`src/logic/sfsb_cfg.svh`:
```
`ifndef SFSB_CFG_SVH
`define SFSB_CFG_SVH

// Register offsets
`define SFSB_OFS_SUPPLY_MASK     8'h9D
`define SFSB_OFS_INPUT_MASK      8'h9E
`define SFSB_OFS_SUPPLY_STATUS   8'hDA
`define SFSB_OFS_INPUT_STATUS    8'hDB
`define SFSB_OFS_SUPPLY_LOG      8'hDC
`define SFSB_OFS_INPUT_LOG       8'hDD
`define SFSB_OFS_SEQ_LOW         8'hDE
`define SFSB_OFS_SEQ_HIGH        8'hDF

// Reset values and unmapped read value
`define SFSB_RST_BYTE            8'h00
`define SFSB_RST_SUPPLY_LOG      7'h00
`define SFSB_RST_INPUT_LOG       5'h00
`define SFSB_RST_SUPPLY_MASK     7'h00
`define SFSB_RST_INPUT_MASK      5'h00

// Field positions and widths
`define SFSB_SUMMARY_BIT         7
`define SFSB_WATCHDOG_BIT        4
`define SFSB_SUPPLY_W            7
`define SFSB_INPUT_W             5
`define SFSB_SEQ_W               9

// Serial port framing
`define SFSB_BITS_PER_BYTE       4'h8

`endif

```
`src/logic/sfsb_pkg.sv`:
```
`default_nettype none

package sfsb_pkg;

  // Serial port states, one-hot
  typedef enum logic [8:0] {
    SFSB_IDLE      = 9'h001,
    SFSB_ADDR      = 9'h002,
    SFSB_ADDR_ACK  = 9'h004,
    SFSB_CMD       = 9'h008,
    SFSB_CMD_ACK   = 9'h010,
    SFSB_WDATA     = 9'h020,
    SFSB_WDATA_ACK = 9'h040,
    SFSB_RDATA     = 9'h080,
    SFSB_RACK      = 9'h100
  } sfsb_state_t;

endpackage

`default_nettype wire

```
`src/logic/sfsb_bank.sv`:
```
// Functional notes
// - Supply detector status bits 0-6 show live detector fault outputs.
// - Input/watchdog status bit 4 shows watchdog timeout elapsed.
// - Input/watchdog status bits 0-3 show live general input levels.
// - Sequencing status low bits 0-7 show driven outputs one to eight.
// - Sequencing status high bit 0 shows output nine; rest zero.
// - Summary flag bit 7 sets on any unmasked change since last input log read.
// - Supply log bits 0-6 record supply detector status per input.
// - Input log bit 4 records watchdog output level at last log update.
// - Input log bits 0-3 record general input levels at last log update.
// - Supply mask bits 0-6 keep matching supply out of summary flag and log readback.
// - Input mask bits 0-4 keep inputs and watchdog out of summary flag and log readback.
// - Both logs and both masks reset to zero.
// - Once summary flag is set, both logs freeze until the input log is read.
// - Reading the input log clears the summary flag unless unmasked live inputs differ from the logs.
// - Masked log bits read as zero; summary flag is never masked.
`include "sfsb_cfg.svh"
`timescale 1ns/1ps
`default_nettype none

module sfsb_bank #(
  // Arbitrary value, set per board
  parameter logic [6:0] DEV_ADDR = 7'h2A
) (
  // Clock and reset
  input  wire logic                       clock,
  input  wire logic                       sys_rst,
  // Two-wire port
  input  wire logic                       scl_in,
  input  wire logic                       sda_in,
  output logic                            sda_out,
  output logic                            sda_oe_n,
  // Monitored functions
  input  wire logic [`SFSB_SUPPLY_W-1:0]  supply_detector,
  input  wire logic                       watchdog_detector,
  input  wire logic [3:0]                 general_input,
  input  wire logic [`SFSB_SEQ_W-1:0]     sequencing_output
);

  sfsb_pkg::sfsb_state_t state;
  sfsb_pkg::sfsb_state_t next_state;

  logic                        scl_prev;
  logic                        sda_prev;
  logic [3:0]                  bit_cnt;
  logic [7:0]                  rx_shift;
  logic [7:0]                  tx_shift;
  logic [7:0]                  pointer;
  logic                        read_dir;
  logic                        drive_low;

  logic [`SFSB_SUPPLY_W-1:0]   supply_fault_mask;
  logic [`SFSB_INPUT_W-1:0]    input_watchdog_fault_mask;
  logic [`SFSB_SUPPLY_W-1:0]   supply_log;
  logic [`SFSB_INPUT_W-1:0]    input_log;
  logic                        summary_fault_flag;

  // Bus edge events
  wire scl_rise   = scl_in & ~scl_prev;
  wire scl_fall   = ~scl_in & scl_prev;
  wire start_cond = scl_in & scl_prev & sda_prev & ~sda_in;
  wire stop_cond  = scl_in & scl_prev & ~sda_prev & sda_in;
  wire byte_done  = (bit_cnt == `SFSB_BITS_PER_BYTE);
  wire addr_match = (rx_shift[7:1] == DEV_ADDR);

  // Live input view of the fault plane
  wire [`SFSB_INPUT_W-1:0] input_live = {watchdog_detector, general_input};

  // Logs hold raw levels; masks act at compare and readback, so
  // unmasking a function never raises the summary flag by itself
  wire [`SFSB_SUPPLY_W-1:0] supply_diff =
    (supply_detector ^ supply_log) & ~supply_fault_mask;
  wire [`SFSB_INPUT_W-1:0]  input_diff =
    (input_live ^ input_log) & ~input_watchdog_fault_mask;
  wire change_seen = (|supply_diff) | (|input_diff);

  // Byte transfer handshake points
  wire load_first = state[2] & scl_fall & read_dir;
  wire load_next  = state[8] & scl_fall;
  // Eighth read bit ends on the fall that takes the counter from seven to eight
  wire tx_last    = state[7] & scl_fall & (bit_cnt == 4'h7);
  wire load_tx    = load_first | load_next;
  wire write_byte = state[5] & scl_fall & byte_done;
  wire log_read   = load_tx & (pointer == `SFSB_OFS_INPUT_LOG);

  // Logs track live values until frozen; an input log read re-arms them
  wire log_update = ~summary_fault_flag | log_read;

  // Read data selection
  wire [7:0] supply_status_byte =
    {1'b0, supply_detector};
  wire [7:0] input_status_byte =
    {3'b000, watchdog_detector, general_input};
  wire [7:0] seq_low_byte  = sequencing_output[7:0];
  wire [7:0] seq_high_byte =
    {7'h00, sequencing_output[8]};
  wire [7:0] supply_log_byte =
    {summary_fault_flag, supply_log & ~supply_fault_mask};
  wire [7:0] input_log_byte =
    {3'b000, input_log & ~input_watchdog_fault_mask};

  // Status reads take live inputs directly, no latching
  wire [7:0] read_byte =
    (pointer == `SFSB_OFS_SUPPLY_STATUS) ? supply_status_byte :
    (pointer == `SFSB_OFS_INPUT_STATUS)  ? input_status_byte  :
    (pointer == `SFSB_OFS_SEQ_LOW)       ? seq_low_byte       :
    (pointer == `SFSB_OFS_SEQ_HIGH)      ? seq_high_byte      :
    (pointer == `SFSB_OFS_SUPPLY_LOG)    ? supply_log_byte    :
    (pointer == `SFSB_OFS_INPUT_LOG)     ? input_log_byte     :
    (pointer == `SFSB_OFS_SUPPLY_MASK)   ? {1'b0, supply_fault_mask} :
    (pointer == `SFSB_OFS_INPUT_MASK)    ?
      {3'b000, input_watchdog_fault_mask} :
    `SFSB_RST_BYTE;

  // Open drain: only ever pulls low
  assign sda_out  = 1'b0;
  assign sda_oe_n = ~drive_low;

  // Serial port sequencing
  always_comb begin
    next_state = state;
    case (state)
      sfsb_pkg::SFSB_IDLE: begin
        next_state = sfsb_pkg::SFSB_IDLE;
      end
      sfsb_pkg::SFSB_ADDR: begin
        if (scl_fall && byte_done) begin
          next_state = addr_match ? sfsb_pkg::SFSB_ADDR_ACK
                                  : sfsb_pkg::SFSB_IDLE;
        end
      end
      sfsb_pkg::SFSB_ADDR_ACK: begin
        if (scl_fall) begin
          next_state = read_dir ? sfsb_pkg::SFSB_RDATA
                                : sfsb_pkg::SFSB_CMD;
        end
      end
      sfsb_pkg::SFSB_CMD: begin
        if (scl_fall && byte_done) begin
          next_state = sfsb_pkg::SFSB_CMD_ACK;
        end
      end
      sfsb_pkg::SFSB_CMD_ACK: begin
        if (scl_fall) begin
          next_state = sfsb_pkg::SFSB_WDATA;
        end
      end
      sfsb_pkg::SFSB_WDATA: begin
        if (scl_fall && byte_done) begin
          next_state = sfsb_pkg::SFSB_WDATA_ACK;
        end
      end
      sfsb_pkg::SFSB_WDATA_ACK: begin
        if (scl_fall) begin
          next_state = sfsb_pkg::SFSB_WDATA;
        end
      end
      sfsb_pkg::SFSB_RDATA: begin
        if (tx_last) begin
          next_state = sfsb_pkg::SFSB_RACK;
        end
      end
      sfsb_pkg::SFSB_RACK: begin
        // Master not-acknowledge ends the read
        if (scl_rise && sda_in) begin
          next_state = sfsb_pkg::SFSB_IDLE;
        end else if (scl_fall) begin
          next_state = sfsb_pkg::SFSB_RDATA;
        end
      end
      default: begin
        next_state = sfsb_pkg::SFSB_IDLE;
      end
    endcase
    if (start_cond) begin
      next_state = sfsb_pkg::SFSB_ADDR;
    end else if (stop_cond) begin
      next_state = sfsb_pkg::SFSB_IDLE;
    end
  end

  always_ff @(posedge clock) begin
    if (sys_rst) begin
      state    <= sfsb_pkg::SFSB_IDLE;
      scl_prev <= 1'b1;
      sda_prev <= 1'b1;
    end else begin
      state    <= next_state;
      scl_prev <= scl_in;
      sda_prev <= sda_in;
    end
  end

  // Bit counter and receive shifter
  always_ff @(posedge clock) begin
    if (sys_rst) begin
      bit_cnt  <= 4'h0;
      rx_shift <= `SFSB_RST_BYTE;
    end else if (start_cond || (scl_fall && byte_done)) begin
      bit_cnt  <= 4'h0;
    end else if ((state[1] | state[3] | state[5]) && scl_rise) begin
      bit_cnt  <= bit_cnt + 4'h1;
      rx_shift <= {rx_shift[6:0], sda_in};
    end else if (state[7] && scl_fall) begin
      bit_cnt  <= bit_cnt + 4'h1;
    end
  end

  // Direction and register pointer
  always_ff @(posedge clock) begin
    if (sys_rst) begin
      read_dir <= 1'b0;
      pointer  <= `SFSB_RST_BYTE;
    end else if (state[1] && scl_fall && byte_done) begin
      read_dir <= rx_shift[0];
    end else if (state[4] && scl_fall) begin
      pointer  <= rx_shift;
    end
  end

  // Transmit shifter; second byte onward re-reads the same register
  always_ff @(posedge clock) begin
    if (sys_rst) begin
      tx_shift <= `SFSB_RST_BYTE;
    end else if (load_tx) begin
      tx_shift <= read_byte;
    end else if (state[7] && scl_fall) begin
      tx_shift <= {tx_shift[6:0], 1'b0};
    end
  end

  // Pin drive: acks, then data bits
  always_ff @(posedge clock) begin
    if (sys_rst || start_cond || stop_cond) begin
      drive_low <= 1'b0;
    end else if (scl_fall && byte_done &&
                 ((state[1] && addr_match) || state[3] || state[5])) begin
      drive_low <= 1'b1;
    end else if (load_tx) begin
      drive_low <= ~read_byte[7];
    end else if (state[7] && scl_fall) begin
      // Release for the host acknowledge after the eighth bit
      drive_low <= (bit_cnt == 4'h7) ? 1'b0 : ~tx_shift[6];
    end else if ((state[2] || state[4] || state[6]) && scl_fall) begin
      drive_low <= 1'b0;
    end
  end

  // Mask registers
  always_ff @(posedge clock) begin
    if (sys_rst) begin
      supply_fault_mask         <= `SFSB_RST_SUPPLY_MASK;
      input_watchdog_fault_mask <= `SFSB_RST_INPUT_MASK;
    end else if (write_byte) begin
      if (pointer == `SFSB_OFS_SUPPLY_MASK) begin
        supply_fault_mask <= rx_shift[`SFSB_SUPPLY_W-1:0];
      end else if (pointer == `SFSB_OFS_INPUT_MASK) begin
        input_watchdog_fault_mask <= rx_shift[`SFSB_INPUT_W-1:0];
      end
    end
  end

  // Fault plane; a change in the clearing cycle keeps the flag set
  always_ff @(posedge clock) begin
    if (sys_rst) begin
      supply_log         <= `SFSB_RST_SUPPLY_LOG;
      input_log          <= `SFSB_RST_INPUT_LOG;
      summary_fault_flag <= 1'b0;
    end else if (log_update) begin
      supply_log         <= supply_detector;
      input_log          <= input_live;
      summary_fault_flag <= change_seen;
    end
  end

endmodule // sfsb_bank

`default_nettype wire

```
`config.mk`:
```
export PLATFORM = sky130hd
export DESIGN_NAME = sfsb_bank
export DESIGN_NICKNAME = d
export VERILOG_FILES = /design/src/logic/sfsb_pkg.sv /design/src/logic/sfsb_bank.sv
export VERILOG_INCLUDE_DIRS = /design/src /design/src/logic
export SDC_FILE = /design/constraint.sdc
export NUM_CORES = 1
export LEC_CHECK = 0
export ABC_AREA = 1
export BUFFER_PORTS_ARGS = -buffer_cell sky130_fd_sc_hd__clkbuf_2
export CAP_MARGIN = 20
export CORE_MARGIN = 2
export CORE_UTILIZATION = 60
export CTS_CLUSTER_SIZE = 30
export DETAILED_ROUTE_END_ITERATION = 6
export GPL_ROUTABILITY_DRIVEN = 0
export GPL_TIMING_DRIVEN = 0
export HOLD_SLACK_MARGIN = 0.05
export PLACE_DENSITY = 0.8
export SYNTH_ARGS = -nofsm -noshare
export SYNTH_HDL_FRONTEND = slang
export SYNTH_SLANG_ARGS = --single-unit
```
`constraint.sdc`:
```
create_clock -name clock -period 2 [get_ports clock]
set_input_delay 0.2 -clock clock [delete_from_list [all_inputs] [get_ports clock]]
set_output_delay 0.2 -clock clock [all_outputs]
set_load 0.05 [all_outputs]
```
* Word-level counts from Yosys, hierarchy flattened
Cells that the tools add are included.
Word-level totals: input bits 25, bits in registers 65
Cells by class: $add $sub $neg 1, multiplexer cells 30, equal/unequal tests 33, bitwise gates (word level) 39, reduce and logical (&&, ||, !) cells 31
Operators with widths (number):
- 9-bit two-way mux | 8
- 8-bit equality test, second input constant | 8
- 9-bit one-hot mux with 7 select lines | 1
- 8-bit two-way mux | 6
- 7-bit two-way mux | 4
- 4-bit != test, second input constant | 5
- 1-bit bitwise AND | 15
- 7-bit bitwise AND | 2
- 7-bit AND reduction | 2
- 1-bit NOT | 11
- 5-bit bitwise AND | 2
- 1-bit logical AND | 10
- 2-bit != test, second input constant | 5
- 9-bit by 2-bit equality test with 1-bit output, second input constant | 1
- 9-bit by 3-bit equality test with 1-bit output, second input constant | 1
- 9-bit by 4-bit equality test with 1-bit output, second input constant | 1
- 9-bit by 5-bit equality test with 1-bit output, second input constant | 1
- 9-bit by 6-bit equality test with 1-bit output, second input constant | 1
- 9-bit by 7-bit equality test with 1-bit output, second input constant | 1
- 9-bit by 8-bit equality test with 1-bit output, second input constant | 1
- 9-bit equality test, second input constant | 1
- 4-bit two-way mux | 2
- 7-bit by 6-bit equality test with 1-bit output, second input constant | 1
- 1-bit logical OR | 7
- 24 further kinds | 37

* Longest topological paths before layout
depth in word-level cells 12, gate-level depth with buffers 12, depth with buffers taken out 12

* Least setup slack after synthesis
Ideal clock, no wire load.
path kind register -> register, start point register bit_cnt[0], end point register pointer[6], data arrival time 1.440 ns, clock period less this slack 1.560 ns, path buffers 1, data required time 1.881 ns, slack 0.440 ns, stages on the path, launching flop included 12, cells stage by stage dfxtp_1 inv_1 ha_1 nand3_1 nor2_4 inv_2 nor2_2 nor3_2 inv_2 buf_4 o21ai_0 a21oi_1
On the way: word-level cells in the longest chain between the ends 4
RTL lines:
- from (decl) | RTL line sfsb_bank.sv:45 | logic [3:0] bit_cnt;
- from (signal assigned) | RTL line sfsb_bank.sv:202 | bit_cnt <= bit_cnt + 4'h1;
- from (signal assigned) | RTL line sfsb_bank.sv:205 | bit_cnt <= bit_cnt + 4'h1;
- 4-bit equality test (no source line)
- 1-bit logical AND | RTL line sfsb_bank.sv:214 | end else if (state[1] && scl_fall && byte_done) begin
- 1-bit NOT (no source line)
- 2-bit AND reduction (no source line)
- to (signal assigned) | RTL line sfsb_bank.sv:213 | pointer <= `SFSB_RST_BYTE;
- to (signal assigned) | RTL line sfsb_bank.sv:217 | pointer <= rx_shift;
- to (decl) | RTL line sfsb_bank.sv:48 | logic [7:0] pointer;
No other way between the ends. A chain may end at the register's enable or synchronous reset.

* Final worst setup path
start point register bit_cnt[0], end point register state[5]
On the way: word-level cells in the longest chain between the ends 4
RTL lines:
- 4-bit by 3-bit equality test with 1-bit output or 4-bit equality test (tied branches)
- 1-bit bitwise AND or 1-bit logical AND (tied branches)
- 2-bit != test (no source line)
- 7-bit AND reduction (no source line) *
- to (signal assigned) | RTL line sfsb_bank.sv:184 | state <= sfsb_pkg::SFSB_IDLE;
- to (signal assigned) | RTL line sfsb_bank.sv:188 | state <= next_state;
- to (decl) | RTL line sfsb_bank.sv:40 | sfsb_pkg::sfsb_state_t state;
Every way passes the cells marked *; elsewhere a longest branch is shown, timed or not.

==> summary.md <==
| Metric | Value |
|---|---|
| Ys async rst share | 0% |
| Tightest Pin Transition | 0.849 ns |
| Routed via count | 3848 |
| CP delay by family, top | simple AND/OR/NAND/NOR gates |
| DRT Wirelength | 9.71 mm |
| Sw frac | 24.6% |
| CTS Buffer Depth | 2 |
| Achievable frequency | 567 MHz |
| Peak supply drop | 0.616 mV |
| Synth unique cells | 42 |
| Routed Antenna Nets | 0 |
| Vias in the first global route | 3287 |
| Dominant synthesized flop cell | dfxtp_1 |
| Largest net degree at the start of global routing | 11 |
| Hold WC Path Type | in2reg |
| Initial antenna violation count | 0 |
| CTS tree | done |
| RSZ-0062 raised after global routing | false |
| Number of nets in the layout | 617 |
| CP most frequent cell | nor3_2 |
| Drt initial violations | 401 |
| Outcome | finished clean |
| Setup TNS | 0 ns |
| Clock-pin transition on the worst setup and hold timing paths | 0.07 ns |
| Placed cell area | 3940 um2 |
| Req. time, crit path | 2.23 ns |
| Net Sw Power | 0.631 mW |
| Drt pass-1 iters | 6 |
| Clk sink count | 65 |
| LEAKAGE | 1.79 nW |
| Clock power share | 40.3% |
| Cells after synthesis | 555 |
| Crit end category | flip-flop |
| Critical path class | reg2reg |
| Total GRT Usage | 29.6% |
| H-tree levels | 3 |
| Via/cell ratio | 5.75 |
| Placement row count | 28 |
| Starting Density | 62.5% |
| Syn_area_per_cell | 6.71 um2 |
| Tcrit/Tclk final | 88.1% |
| CTS root buffer | clkbuf_8 |
| Area Overhead vs Synth | 10.9% |
| Io pins | 27 |
| Slew Viols, Final | 0 |
| Worst-Skew Late Latency | 0.34 ns |
| Global-route wire length before repair | 15.3 mm |
| Area leader, netlist | dfxtp_1 |
| N_diodes | 0 |
| Post-synth EDFFs | 0 |
| Finished Cell Area | 4130 um2 |
| Setup violators final | 0 |
| Die height | 82.8 um |
| Seq/Total Area, Yosys | 34.9% |
| Full die area | 6850 um2 |
| Area of the mapped netlist | 3720 um2 |
| Syn_nets | 582 |
| Internal power | 1.93 mW |
| Total core area | 5960 um2 |
| Final Critical Period | 1.76 ns |
| Die X | 82.8 um |
| Layout cells sized above 1 | 16.2% |
| Hold Violations, Final | 0 |
| Largest driver fanout on the critical path | 10 |
| DP HPWL | 7.36 mm |
| Port buffer count | 24 |
| Routed WL per cell | 14.5 um |
| CTS Buf Count | 9 |
| Synth area leaders | dfxtp_1, o21ai_0, nor2_1, nand2_1, a21oi_1 |
| Clock Skew | 0.0101 ns |
| Yosys warns | 0 |
| Slew headroom | 43.0% |
| Post-Place Worst Slack | 0.105 ns |
| Worst-path cell chain | ha_1, inv_1, nor3_2, a21oi_2, nor3_2, buf_6, nand3_1, nand2_1, nor2_1 |
| Crit path buf inv count | 2 |
| Logic pwr share | 7.4% |
| Crit path launch type | flip-flop |
| Max cap viols | 0 |
| Highest-delay cell along the critical path | dfxtp_1 |
| CP arrival | 1.99 ns |
| Share of the synthesized area in the top cell type | 34.9% |
| FF+latch count, synth | 65 |
| Sequential share of power | 52.3% |
| Crit-path max cell delay | 0.39 ns |
| CTS Hold Bufs | 0 |
| DRC | 0 |
| GRT overflow | 0 |
| Pwr/cell area | 620 nW/um2 |
| Final worst slack | 0.238 ns |
-- cell usage after synthesis, types with 2 or more instances --
cell type  count
buf_4          3
nand3_1       26
nand2_2        8
nor2_1        87
a21o_1         4
nand2_1       83
a21oi_2        2
nor2_4         8
clkbuf_1       6
dfxtp_1       65
inv_2         13
a21oi_1       47
o21ai_1       10
nor2_2         5
buf_6          2
xnor2_1        2
o211ai_1       6
nand4_1       11
nor3_1         9
nand3_2        5
ha_1           2
o21ai_0       69
o221ai_1       2
nor3_2         2
inv_1         59
nand2_4        2
buf_2          2
-- metal layers --
metal / GRT usage (%) / vias to the layer above / part of all wire [%] / routed length (um)
met5: 0 / - / 0 / 0
met4: 10.7 / 0 / 2.2 / 212
met3: 4.44 / 25 / 8.5 / 822
met2: 46.1 / 180 / 44 / 4240
met1: 41.7 / 1744 / 46 / 4440
li1: - / 1899 / - / -
-- cell families (layout without fill, tap and decap cells) --
group	after synthesis	after routing	share of synthesized area, %
DFF	65	65	34.9
and+or+nand+nor	251	251	32.4
adders and majority gates	2	2	0.672
other	1	1	0.101
AOI/OAI and AO/OA	148	148	22.0
buffers and inverters	86	125	9.44
xor gates and xnor gates	2	2	0.471
-- registers in the layout, summed over array words and instances (netlist names) --
signal,flops
tx_shift,7
input_log,5
drive_low,1
pointer,8
summary_fault_flag,1
state,9
supply_log,7
rx_shift,8
scl_prev,1
sda_prev,1
read_dir,1
input_watchdog_fault_mask,5
bit_cnt,4
supply_fault_mask,7
-- cell type report --
cell class | instances | area, um2
multi-input cells | 404 | 2080
fillers | 547 | 1830
flip-flops and latches | 65 | 1300
inverters | 73 | 274
clock buffers | 13 | 169
repair buffers | 24 | 120
well taps | 75 | 93.8
plain buffers | 13 | 77.6
clock inverters | 2 | 12.5
-- worst paths after layout --
| path | from | to | slack [ns] | cells after the start |
|---|---|---|---|---|
| max | bit_cnt[0] | state[5] | 0.24 | 9 |
| min | scl_in | scl_prev | 0.11 | 3 |
| max reg2reg | bit_cnt[0] | state[5] | 0.24 | 9 |
| min reg2reg | tx_shift[0] | tx_shift[0] | 0.47 | 2 |
-- power groups by stage --
stage / combinational [mW] / clock [mW] / sequential, mW
6_report: 0.191 / 1.03 / 1.34
5_1_grt: 0.215 / 1.09 / 1.34
4_1_cts: 0.186 / 1.04 / 1.34
3_5_place_dp: 0.185 / 0 / 1.37
3_3_place_gp: 0.181 / 0 / 1.37
2_1_floorplan: 0.122 / 0 / 1.36
-- tightest hold or removal path, delay by kind of cell --
kind,cells,cell delay [ns]
buffers and inverters,2,0.17
AND/OR/NAND/NOR,1,0.05
-- stage by stage --
step,power [mW],std cells,utilization (%),hold WS (ns)
2_1_floorplan,1.49,555,-,0.303
3_3_place_gp,1.55,654,66.1,0.442
3_5_place_dp,1.55,654,66.1,0.451
4_1_cts,2.56,669,69.2,0.107
5_1_grt,2.65,669,69.3,0.129
6_report,2.56,669,69.3,0.107
-- what timing repair did --
item,CTS,global route
setup endpoints to repair,0,9
resized for setup,0,2
setup buffers,0,0
-- layout by cell type (no fill, tap or decap), drive strengths merged, types with 2 or more instances in the layout --
cell type	count
a211oi	2
a21o	4
a21oi	50
buf	7
clkbuf	43
clkinv	2
dfxtp	65
ha	2
inv	72
nand2	93
nand3	31
nand4	12
nor2	100
nor3	12
o211ai	7
o21ai	79
o221ai	2
xnor2	2
Power figures use the tool's default switching activity.
